File: src/common/rio_pkg.sv
package rio_pkg;

    // port geometry
    localparam int unsigned PORT_COUNT = 4;    // number of parallel ports
    localparam int unsigned PORT_WIDTH = 8;    // bits per port
    localparam int unsigned PORT_BITS  = PORT_COUNT * PORT_WIDTH;

    // node address geometry
    localparam int unsigned ADDR_WIDTH = 6;    // address spans 00..3f
    localparam int unsigned FRAME_BITS = 8;    // start, six data, stop

    // reset values
    localparam logic [7:0] OUT_RESET  = 8'h00; // output ports inactive
    localparam logic [5:0] ADDR_RESET = 6'h00; // address before loading

    // clock and timing, times in their own units
    localparam int unsigned CLK_PERIOD_NS = 50;     // 20 mhz sys_clk
    localparam int unsigned PULSE_TIME_NS = 1000;   // indicator low time
    localparam int unsigned WDG_TIME_US   = 1000;   // watchdog timeout
    localparam int unsigned ADDR_BIT_NS   = 1000;   // address stream bit

    // least time, rounded up to whole cycles
    localparam int unsigned PULSE_CYC =
        (PULSE_TIME_NS + CLK_PERIOD_NS - 1) / CLK_PERIOD_NS;
    // longest times, rounded down to whole cycles
    localparam int unsigned WDG_CYC = (WDG_TIME_US * 1000) / CLK_PERIOD_NS;
    localparam int unsigned ADDR_BIT_CYC = ADDR_BIT_NS / CLK_PERIOD_NS;

    // receiver states of the chained address stream
    typedef enum logic [1:0] {
        ADDR_IDLE = 2'b00,   // waiting for a start bit
        ADDR_DATA = 2'b01,   // shifting six address bits, lsb first
        ADDR_STOP = 2'b10    // checking the stop bit
    } rio_addr_state_t;

endpackage

File: src/common/rio_pulse_if.sv
`timescale 1ns/1ps
// carries one indicator request and its stretched answer
interface rio_pulse_if;
    logic trig;     // one-cycle request for a pulse
    logic active;   // high while the pulse runs
    modport src (output trig, input active);
    modport gen (input trig, output active);
endinterface

File: src/design/rio_pulse_gen.sv
`timescale 1ns/1ps
// stretches a one-cycle request into a fixed-length active window
module rio_pulse_gen #(
    parameter int unsigned COUNT = rio_pkg::PULSE_CYC  // window length
) (
    input wire logic sys_clk,
    input wire logic reset,
    rio_pulse_if.gen pl
);
    import rio_pkg::*;

    localparam int unsigned CW = $clog2(COUNT + 1);
    localparam logic [CW-1:0] CNT_LOAD = CW'(COUNT);

    // refuse windows too short for the checks below
    if (COUNT < 8) begin : g_bad_count
        $error("pulse window must be at least eight cycles");
    end

    logic [CW-1:0] cnt_q;   // cycles of window left
    logic [CW-1:0] cnt_d;

    // a new request restarts the window, otherwise count down
    always_comb begin
        cnt_d = cnt_q;
        if (pl.trig) begin
            cnt_d = CNT_LOAD;
        end else if (cnt_q != '0) begin
            cnt_d = cnt_q - CW'(1);
        end
    end

    // register the count
    always_ff @(posedge sys_clk) begin
        if (reset) begin
            cnt_q <= '0;
        end else begin
            cnt_q <= cnt_d;
        end
    end

    assign pl.active = (cnt_q != '0);
endmodule

File: src/design/rio_node.sv
`timescale 1ns/1ps
// Operation
// four eight-bit ports served over the link
// port direction fixed by configuration pins
// low invert pin makes port active-low
// bad frame pulses error indicator low
// frame for this node pulses indicator
// watchdog runs only when enabled, expires low
// action pin picks clear or hold outputs
// both transmit enables follow transmission together
// system holds reset over ten clocks running
// address pins active-low, all low gives 3f
// chained address: two matches, adopt plus one
// outputs drive last data, inputs sampled
module rio_node #(
    parameter int unsigned WDG_CYCLES   = rio_pkg::WDG_CYC,   // timeout
    parameter int unsigned PULSE_CYCLES = rio_pkg::PULSE_CYC  // indicator
) (
    input  wire logic                         sys_clk,
    input  wire logic                         reset,
    input  wire logic                         port0_invert_n,
    input  wire logic                         port1_invert_n,
    input  wire logic                         port2_invert_n,
    input  wire logic                         port3_invert_n,
    input  wire logic [rio_pkg::PORT_COUNT-1:0] port_is_output,
    input  wire logic [rio_pkg::PORT_BITS-1:0]  port_pins_in,
    output logic      [rio_pkg::PORT_BITS-1:0]  port_pins_out,
    output logic      [rio_pkg::PORT_BITS-1:0]  port_pins_oe,
    input  wire logic                         link_wr_valid,
    input  wire logic [1:0]                   link_wr_port,
    input  wire logic [rio_pkg::PORT_WIDTH-1:0] link_wr_data,
    input  wire logic                         link_sample,
    output logic      [rio_pkg::PORT_BITS-1:0]  link_in_data,
    input  wire logic                         link_frame_to_me,
    input  wire logic                         link_frame_bad,
    input  wire logic                         link_tx_busy,
    output logic                              comm_error_pulse_n,
    output logic                              rx_selected_pulse_n,
    input  wire logic                         watchdog_enable_pin,
    input  wire logic                         watchdog_action_select,
    output logic                              watchdog_expire_n,
    output logic                              tx_drive_enable_n,
    output logic                              tx_drive_enable_p,
    input  wire logic                         addr_load_method,
    input  wire logic                         node_addr_b0_n,
    input  wire logic                         node_addr_b1_n,
    input  wire logic                         node_addr_b2_n,
    input  wire logic                         node_addr_b3_n,
    input  wire logic                         node_addr_b4_n,
    input  wire logic                         node_addr_b5_n,
    output logic                              next_addr_serial_out,
    output logic      [rio_pkg::ADDR_WIDTH-1:0] node_addr,
    output logic                              node_addr_valid
);
    import rio_pkg::*;

    localparam int unsigned WW = $clog2(WDG_CYCLES);
    localparam logic [WW-1:0] WDG_LAST = WW'(WDG_CYCLES - 1);
    localparam int unsigned TW = $clog2(ADDR_BIT_CYC);
    localparam logic [TW-1:0] TICK_LAST = TW'(ADDR_BIT_CYC - 1);

    // refuse counts the logic cannot serve
    if (WDG_CYCLES < 2 || ADDR_BIT_CYC < 2) begin : g_bad_count
        $error("watchdog and bit counts must be at least two");
    end

    // applies a port's polarity to a byte, both ways
    function automatic logic [PORT_WIDTH-1:0] apply_polarity(
        input logic [PORT_WIDTH-1:0] value,
        input logic                  invert_n);
        apply_polarity = invert_n ? value : ~value;
    endfunction

    logic [PORT_COUNT-1:0] invert_n;    // polarity pins as a vector
    assign invert_n = {port3_invert_n, port2_invert_n,
                       port1_invert_n, port0_invert_n};

    // ---------------- watchdog ----------------
    logic [WW-1:0] wdg_cnt_q;   // cycles since last frame
    logic [WW-1:0] wdg_cnt_d;
    logic          wdg_exp_q;   // watchdog has expired
    logic          wdg_exp_d;

    // each frame for this node restarts it; disabled holds it idle
    always_comb begin
        wdg_cnt_d = wdg_cnt_q;
        wdg_exp_d = wdg_exp_q;
        if (!watchdog_enable_pin || link_frame_to_me) begin
            wdg_cnt_d = '0;
            wdg_exp_d = 1'b0;
        end else if (!wdg_exp_q) begin
            if (wdg_cnt_q == WDG_LAST) begin
                wdg_exp_d = 1'b1;
            end else begin
                wdg_cnt_d = wdg_cnt_q + WW'(1);
            end
        end
    end

    // register the watchdog
    always_ff @(posedge sys_clk) begin
        if (reset) begin
            wdg_cnt_q <= '0;
            wdg_exp_q <= 1'b0;
        end else begin
            wdg_cnt_q <= wdg_cnt_d;
            wdg_exp_q <= wdg_exp_d;
        end
    end

    assign watchdog_expire_n = ~wdg_exp_q;

    // ---------------- ports ----------------
    logic [PORT_COUNT-1:0][PORT_WIDTH-1:0] out_q;   // logical output data
    logic [PORT_COUNT-1:0][PORT_WIDTH-1:0] out_d;
    logic [PORT_BITS-1:0] pin_out_d;    // pin levels to drive
    logic [PORT_BITS-1:0] pin_oe_d;     // drive enables
    logic [PORT_BITS-1:0] in_d;         // sampled data for the link
    logic                 force_clr;    // expired watchdog with clear action clears outputs

    assign force_clr = wdg_exp_q && watchdog_action_select;

    // store link data for output ports only; input ports ignore it
    always_comb begin
        out_d = out_q;
        if (link_wr_valid && port_is_output[link_wr_port]) begin
            out_d[link_wr_port] = link_wr_data;
        end
    end

    // per port: pin drive, direction and sampling
    for (genvar p = 0; p < PORT_COUNT; p++) begin : g_port
        // drive the newest data with polarity, or inactive on clear
        assign pin_out_d[p*PORT_WIDTH +: PORT_WIDTH] = force_clr ?
            apply_polarity(OUT_RESET, invert_n[p]) :
            apply_polarity(out_d[p], invert_n[p]);
        // whole port drives or whole port listens
        assign pin_oe_d[p*PORT_WIDTH +: PORT_WIDTH] =
            {PORT_WIDTH{port_is_output[p]}};
        // inputs sampled with polarity; outputs echo their data
        assign in_d[p*PORT_WIDTH +: PORT_WIDTH] = !link_sample ?
            link_in_data[p*PORT_WIDTH +: PORT_WIDTH] :
            port_is_output[p] ? out_q[p] :
            apply_polarity(port_pins_in[p*PORT_WIDTH +: PORT_WIDTH],
                           invert_n[p]);
    end

    // register port data, pins and samples
    always_ff @(posedge sys_clk) begin
        if (reset) begin
            out_q         <= {PORT_COUNT{OUT_RESET}};
            port_pins_out <= '0;
            port_pins_oe  <= '0;
            link_in_data  <= '0;
        end else begin
            out_q         <= out_d;
            port_pins_out <= pin_out_d;
            port_pins_oe  <= pin_oe_d;
            link_in_data  <= in_d;
        end
    end

    // ---------------- indicators and transmit enables ----------------
    rio_pulse_if err_if ();   // error indicator request
    rio_pulse_if sel_if ();   // selection indicator request
    logic        tx_en_q;     // transmission in progress

    assign err_if.trig = link_frame_bad;
    assign sel_if.trig = link_frame_to_me;
    assign comm_error_pulse_n  = ~err_if.active;
    assign rx_selected_pulse_n = ~sel_if.active;

    rio_pulse_gen #(.COUNT(PULSE_CYCLES)) u_err_pulse (
        .sys_clk (sys_clk),
        .reset   (reset),
        .pl      (err_if)
    );

    rio_pulse_gen #(.COUNT(PULSE_CYCLES)) u_sel_pulse (
        .sys_clk (sys_clk),
        .reset   (reset),
        .pl      (sel_if)
    );

    // both enables come from one flop so they never disagree
    always_ff @(posedge sys_clk) begin
        if (reset) begin
            tx_en_q <= 1'b0;
        end else begin
            tx_en_q <= link_tx_busy;
        end
    end

    assign tx_drive_enable_p = tx_en_q;
    assign tx_drive_enable_n = ~tx_en_q;

    // ---------------- node address ----------------
    logic [TW-1:0]         tick_q;       // bit period divider
    logic [TW-1:0]         tick_d;
    logic                  tick;         // one-cycle bit enable
    rio_addr_state_t       rx_st_q;      // stream receiver state
    rio_addr_state_t       rx_st_d;
    logic [2:0]            rx_bit_q;     // data bit index
    logic [2:0]            rx_bit_d;
    logic [ADDR_WIDTH-1:0] rx_sh_q;      // shifted stream value
    logic [ADDR_WIDTH-1:0] rx_sh_d;
    logic [ADDR_WIDTH-1:0] rx_last_q;    // previous received value
    logic [ADDR_WIDTH-1:0] rx_last_d;
    logic                  rx_have_q;    // previous value is held
    logic                  rx_have_d;
    logic                  rx_adopt;     // second matching frame seen
    logic [ADDR_WIDTH-1:0] addr_d;
    logic                  addr_ok_d;
    logic [2:0]            tx_bit_q;     // outgoing frame position
    logic [2:0]            tx_bit_d;
    logic                  so_d;
    logic [ADDR_WIDTH-1:0] pin_addr;     // address pins, active-low

    assign pin_addr = ~{node_addr_b5_n, node_addr_b4_n, node_addr_b3_n,
                        node_addr_b2_n, node_addr_b1_n, node_addr_b0_n};
    assign tick = (tick_q == TICK_LAST);

    // divider, stream receiver and stream sender
    always_comb begin
        tick_d    = tick ? '0 : tick_q + TW'(1);
        rx_st_d   = rx_st_q;
        rx_bit_d  = rx_bit_q;
        rx_sh_d   = rx_sh_q;
        rx_last_d = rx_last_q;
        rx_have_d = rx_have_q;
        rx_adopt  = 1'b0;
        addr_d    = node_addr;
        addr_ok_d = node_addr_valid;
        case (rx_st_q)
            ADDR_IDLE: begin
                if (tick && !node_addr_b0_n) begin  // start bit
                    rx_st_d  = ADDR_DATA;
                    rx_bit_d = 3'h0;
                end
            end
            ADDR_DATA: begin
                if (tick) begin
                    rx_sh_d = {node_addr_b0_n, rx_sh_q[ADDR_WIDTH-1:1]};
                    rx_bit_d = rx_bit_q + 3'h1;
                    if (rx_bit_q == 3'h5) begin
                        rx_st_d = ADDR_STOP;
                    end
                end
            end
            ADDR_STOP: begin
                if (tick) begin
                    rx_st_d = ADDR_IDLE;
                    if (node_addr_b0_n) begin  // good stop bit
                        if (rx_have_q && rx_last_q == rx_sh_q) begin
                            rx_adopt  = 1'b1;
                            addr_d    = ADDR_WIDTH'(rx_sh_q + 6'h01);
                            addr_ok_d = 1'b1;
                        end
                        rx_last_d = rx_sh_q;
                        rx_have_d = 1'b1;
                    end
                end
            end
            default: begin
                rx_st_d = ADDR_IDLE;
            end
        endcase
        if (addr_load_method) begin  // pin mode overrides the stream
            addr_d    = pin_addr;
            addr_ok_d = 1'b1;
            rx_st_d   = ADDR_IDLE;
            rx_have_d = 1'b0;
        end
        // send own address: start, six bits lsb first, stop
        tx_bit_d = tick ? tx_bit_q + 3'h1 : tx_bit_q;
        case (tx_bit_d)
            3'h0:    so_d = !node_addr_valid;
            3'h7:    so_d = 1'b1;
            default: so_d = node_addr[tx_bit_d - 3'h1];
        endcase
    end

    // register the address logic
    always_ff @(posedge sys_clk) begin
        if (reset) begin
            tick_q               <= '0;
            rx_st_q              <= ADDR_IDLE;
            rx_bit_q             <= 3'h0;
            rx_sh_q              <= ADDR_RESET;
            rx_last_q            <= ADDR_RESET;
            rx_have_q            <= 1'b0;
            node_addr            <= ADDR_RESET;
            node_addr_valid      <= 1'b0;
            tx_bit_q             <= 3'h0;
            next_addr_serial_out <= 1'b1;
        end else begin
            tick_q               <= tick_d;
            rx_st_q              <= rx_st_d;
            rx_bit_q             <= rx_bit_d;
            rx_sh_q              <= rx_sh_d;
            rx_last_q            <= rx_last_d;
            rx_have_q            <= rx_have_d;
            node_addr            <= addr_d;
            node_addr_valid      <= addr_ok_d;
            tx_bit_q             <= tx_bit_d;
            next_addr_serial_out <= so_d;
        end
    end
endmodule

File: config.mk
export PLATFORM = sky130hd
export DESIGN_NAME = rio_node
export DESIGN_NICKNAME = d
export VERILOG_FILES = /design/src/common/rio_pkg.sv /design/src/common/rio_pulse_if.sv /design/src/design/rio_pulse_gen.sv /design/src/design/rio_node.sv
export SDC_FILE = /design/constraint.sdc
export NUM_CORES = 1
export LEC_CHECK = 0
export BUFFER_PORTS_ARGS = -buffer_cell sky130_fd_sc_hd__buf_2
export CAP_MARGIN = 10
export CORE_ASPECT_RATIO = 1.2
export CORE_MARGIN = 2
export CORE_UTILIZATION = 35
export CTS_BUF_LIST = sky130_fd_sc_hd__clkbuf_4 sky130_fd_sc_hd__clkbuf_8
export DETAILED_ROUTE_END_ITERATION = 6
export PLACE_DENSITY = 0.64
export SYNTH_ARGS = -nofsm -noshare
export SYNTH_HDL_FRONTEND = slang
export SYNTH_SLANG_ARGS = --single-unit
File: constraint.sdc
create_clock -name sys_clk -period 7.47 [get_ports sys_clk]
set_clock_uncertainty 0.15 [all_clocks]
set_input_delay 0.3735 -clock sys_clk [delete_from_list [all_inputs] [get_ports sys_clk]]
set_output_delay 0.3735 -clock sys_clk [all_outputs]
set_load 0.01 [all_outputs]
# Yosys cells after proc, flatten, opt, wreduce, memory -nomap -nowiden
# Cells that the tools add are included.
[totals] reg_bits=182 latch_bits=0 ram_bits=0 mem_bits_ro=0 inputBits=66 out_inout_bits=109 word_cells=145 memories=0
[classes] n_addsub=8 multipliers=0 div=0 order_cmp=3 n_eq_ne=11 shifts=0 muxes=54 bitwise_logic=14 n_reduce_logical=31
[op_table] operator="8-bit 2-to-1 mux" count=21
[op_table] operator="8-bit inverter" count=8
[op_table] operator="32-bit bitwise mux" count=1
[op_table] operator="32-bit 2-to-1 mux" count=1
[op_table] operator="6-bit 2-to-1 mux" count=5
[op_table] operator="5-bit 2-to-1 mux" count=4
[op_table] operator="8-bit demux with 2-bit select" count=1
[op_table] operator="15-bit by 1-bit adder with 15-bit output, second input constant" count=1
[op_table] operator="15-bit == test, second input constant" count=1
[op_table] operator="2-bit nonzero test" count=7
[op_table] operator="5-bit nonzero test" count=2
[op_table] operator="2-bit OR reduction" count=5
[op_table] operator="5-bit by 1-bit subtractor with 5-bit output, second input constant" count=2
[op_table] operator="1-bit 2-to-1 mux" count=9
[op_table] operator="3-bit 2-to-1 mux" count=3
[op_table] operator="2-bit 2-to-1 mux" count=4
[op_table] operator="2-bit inequality test, second input constant" count=4
[op_table] operator="4-bit AND reduction" count=2
[op_table] operator="3-bit by 1-bit adder with 3-bit output, second input constant" count=2
[op_table] operator="6-bit by 1-bit adder with 6-bit output, second input constant" count=1
[op_table] operator="3-bit == test, second input constant" count=2
[op_table] operator="6-bit == test" count=1
[op_table] operator="6-bit inverter" count=1
[op_table] operator="2-bit case mux with 3 select lines" count=1
[op_table] operator="other kinds (20)" count=32

# Logic depth before layout (Yosys ltp)
[logic_depth] depth_word=9 depth_mapped=11 mapped_depth_nobuf=10

# Cells and area by module
# A second synthesis with hierarchy kept.
[unflattened] cells_unflattened=827 area_unflattened_um2=7278.2
[by_module_without_submodules] module="rio_node" instances=1 cells_each=777 area_per_inst_um2=6817.8 seq_area_each_um2=3022.9
[by_module_without_submodules] module="rio_pulse_gen" instances=2 cells_each=25 area_per_inst_um2=230.2 seq_area_each_um2=100.1

# Worst setup path before layout
# Ideal clock, no wire load.
[synth_timing] path_kind="reg-to-reg" startpoint="register tick_q[0]" endpoint="register next_addr_serial_out" setup_time_ns=0.120 arrival_time_ns=2.514 required_ns=7.200 slack_ns=4.686 stages_incl_launch_ff=11 n_path_buf=1 synth_period_minus_slack_ns=2.784 cell_sequence="dfxtp_1 > ha_1 > nor4bb_1 > buf_4 > xnor2_1 > ha_1 > ha_1 > mux2_2 > a221oi_1 > a21oi_1 > o31a_1"
[synth_between] elab_chain_len=6 elab_cells_between_ends=8 cone_classes="add/sub (1); eq/ne (2); mux (4); reduce/logical (1)"
[synth_rtl] element="from (decl)" line_no="rio_node.sv:198" source="logic [TW-1:0] tick_q;"
[synth_rtl] element="from (signal assigned)" line_no="rio_node.sv:297" source="tick_q <= tick_d;"
[synth_rtl] element="5-bit == test (*)" line_no="rio_node.sv:221" source="assign tick = (tick_q == TICK_LAST);"
[synth_rtl] element="3-bit 2-to-1 mux (*)" line_no="rio_node.sv:275" source="tx_bit_d = tick ? tx_bit_q + 3'h1 : tx_bit_q;"
[synth_rtl] element="3-bit by 1-bit subtractor with 3-bit output" line_no="rio_node.sv:279" source="default: so_d = node_addr[tx_bit_d - 3'h1];"
[synth_rtl] element="1-bit binary-select mux with 3-bit select" line_no="rio_node.sv:279"
[synth_rtl] element="1-bit 2-to-1 mux (not written as such)" line_no="rio_node.sv:279"
[synth_rtl] element="1-bit case mux with 2 select lines (*)" line_no="rio_node.sv:276" source="case (tx_bit_d)"
[synth_rtl] element="to (signal assigned)" line_no="rio_node.sv:295" source="next_addr_serial_out <= 1'b1;"
[synth_rtl] element="to (signal assigned)" line_no="rio_node.sv:306" source="next_addr_serial_out <= so_d;"
[synth_rtl] element="to (decl)" line_no="rio_node.sv:51" source="output logic next_addr_serial_out,"
# Mark *: on every way between the ends. The rest lies on a longest branch, timed or not. The select of a mux whose other input is x is not followed.
# A chain may end at the register's enable or synchronous reset.

# Final worst setup path
# Same ends and word-level chain as after synthesis.

==> results.ini <==
[pwr]
pwr-share-comb_pct = 11.5
clock_power_share_pct = 39.7
p_sw_share_pct = 25.2
p_per_area_mw_per_mm2 = 222
ir_worst_vdd_mv = 0.106
p_int_mw = 1.41
seqPwrFrac_pct = 48.8
p_leak_nw = 3.86
p_switching_mw = 0.475

[run_status]
outcome = finished, final reports clean

[synth]
syn-num-nets = 896
yosysTopAreaCell = dfxtp_1
avgSynthCellArea_sq_um = 8.77
synth-adder-area-share_pct = 1.92
synthFlopType = dfxtp_1
ys_top_cells_by_area = dfxtp_1 (45%), xor2_1 (9.4%), nor2_1 (8.7%)
synthCells = 819
async_reset_ff_share_pct = 0
synth_top_family_by_area = simple AND/OR/NAND/NOR gates
synthSimpleGateAreaFrac_pct = 19.2
synth_edf_count = 0
synth_area_sq_mm = 0.00718
synth-warning-count = 0
synthMuxAreaShare_pct = 6.03
ys_types = 48
synth_seq_cells = 161
synth-xor-area-share_pct = 11.7
yosysSeqAreaShare_pct = 44.9
synth-compound-area-share_pct = 9.36
synth_top_cell_area_share_pct = 44.9

[critical_path]
cp_data_required_time_ns = 7.67
end_kind = flop
path_class = flop to flop
arrival_ns = 3.29
startpoint_type = flop
rrSetupSlack_ns = 4.38
path_max_fanout = 8

[global_route]
grt_first_pass_wirelength_microns = 26600
gr-usage-all-layers_pct = 15.4
grt_max_degree = 100
antenna_found_initial = 0
grt_pass1_vias = 5293
grt_overflow = 0

[routing]
ant_nets = 0
post-route-drc-count = 0
detail_route.wl_per_cell_microns = 13.8
vias_per_cell = 4.66
drt-total-wl_microns = 16800
drt_iter0_drc = 340
firstDrtPassIters = 5
vias = 5663

[floorplanning]
die_width_microns = 135
fp.dieArea_sq_mm = 0.0217
die_h_microns = 161
coreArea_sq_mm = 0.0202
ios = 175
rows = 57
initial_core_util_pct = 35.6

[layout]
area_delta_synth_final_pct = 18.3
final_common_cell = buf_2
diodes = 0
drive_gt1_share_pct = 23.2
layout_common_cells = buf_2 (173), nor2_1 (166), dfxtp_1 (161)
nets = 1014
fin_area_sq_mm = 0.00850

[placed_design]
post_dp_cell_area_sq_mm = 0.00798
port_buffers = 174
dp_slack_ns = 4.42
gp_routability_congestion = 0.793
post-dp-hpwl_microns = 12000

[sta]
worst_slew_pin_slew_ns = 1.12
period_needed_ns = 3.09
slew_headroom_pct = 25.6
final.setup.tns_ns = 0
fmax_ghz = 0.324
finalMaxSlewViolations = 0
rsz0062_at_grt = false
setup_violations = 0
hold_violations = 0
setup_slack_ns = 4.38
fin_crit_sh_pct = 41.4

[clock_network]
cts.clk_slew.worst_paths_ns = 0.09
cts.sinks = 161
cts_root_buf = clkbuf_8
cts_buffers = 17
clock_latency_ns = 0.45
cts_tree = yes
htreeDepth = 4
cts_buffer_depth = 2
post_cts_buffers = 0

[flow_run]
drv_cap = 0

[worst_hold_path]
min-delay-path-class = input port to flop

[metal layers]
layer  routed length, microns  track usage, %  vias to the layer above  share of wire (%)
met1                     7970            20.5                     2575                 48
met3                      819            4.10                       10                4.9
met4                      242            5.26                        0                1.4
met5                        0               0                        -                  0
met2                     7750            24.2                      146                 46
li1                         -               -                     2932                  -
[sequential cells by signal, summed over array words and instances (netlist names), 5 cells and up]
register,cells
node_addr,6
u_sel_pulse.cnt_q,5
rx_sh_q,6
wdg_cnt_q,15
link_in_data,32
port_pins_out,32
tick_q,5
u_err_pulse.cnt_q,5
rx_last_q,6
out_q,32
[power by group through the flow]
stage / clock network [mW] / registers, mW / logic (mW)
global route: 0.809 / 0.925 / 0.242
floorplan: 0 / 0.948 / 0.131
CTS: 0.776 / 0.920 / 0.220
finish: 0.747 / 0.920 / 0.217
global placement: 0 / 0.940 / 0.214
detailed placement: 0 / 0.940 / 0.218
[through the flow]
stage | cells | total power [mW] | utilization [%] | hold WS, ns
6_report | 1215 | 1.88 | 42.1 | 0.0334
5_1_grt | 1215 | 1.97 | 42.1 | 0.00953
4_1_cts | 1215 | 1.92 | 42.1 | 0.000534
3_5_place_dp | 1179 | 1.16 | 39.6 | 0.303
3_3_place_gp | 1179 | 1.15 | 39.6 | 0.293
2_1_floorplan | 819 | 1.08 | - | 0.281
[kinds of logic after synthesis]
kind of cell	count (synthesis)
compound gates	106
xor+xnor	95
fa+ha+maj	11
buf+inv	100
flops	161
mux	43
simple gates	303
[synth_stat cells, drive strengths merged (3+ instances only)]
cell type and instances:
a21oi 20, xor2 78, mux2i 41, nor3 15
xnor2 17, o21ai 37, nand2 60, nand3 11
o311ai 3, ha 11, nor2 166, nor4 7
o211ai 33, inv 18, clkbuf 41, or3 6
or4b 3, nand4b 3, nand4 6, buf 41
a211oi 3, nor2b 10, and3 4, dfxtp 161
[worst max-delay path, cell delays in order (launching register included)]
cell and delay (ns):
dfxtp_1 0.36, ha_1 0.25, nor4bb_1 0.26, buf_4 0.23, xnor2_1 0.15, ha_1 0.27, ha_1 0.34, mux2_2 0.35
a221oi_1 0.25, a21oi_1 0.09, o31a_1 0.29
[area by class of cell]
class | instances | area (sq um)
repair buffers | 181 | 936
flip-flops and latches | 161 | 3220
clock buffers | 20 | 269
inverters | 18 | 67.6
well taps | 265 | 332
clock inverters | 12 | 204
fillers | 2021 | 11700
multi-input cells | 558 | 3460
[worst paths after layout]
kind / start / to / cells past startpoint
max reg2reg: tick_q[0] / next_addr_serial_out / 10
min: node_addr_b5_n / node_addr[5] / 3
min reg2reg: tick_q[0] / tick_q[0] / 1
max: tick_q[0] / next_addr_serial_out / 10
[what timing repair did]
item                                   in CTS  in global routing
hold buffers                                4                  0
endpoints found under the hold margin       6                  0
resized for setup                           0                  0
Power figures use the tool's default switching activity.
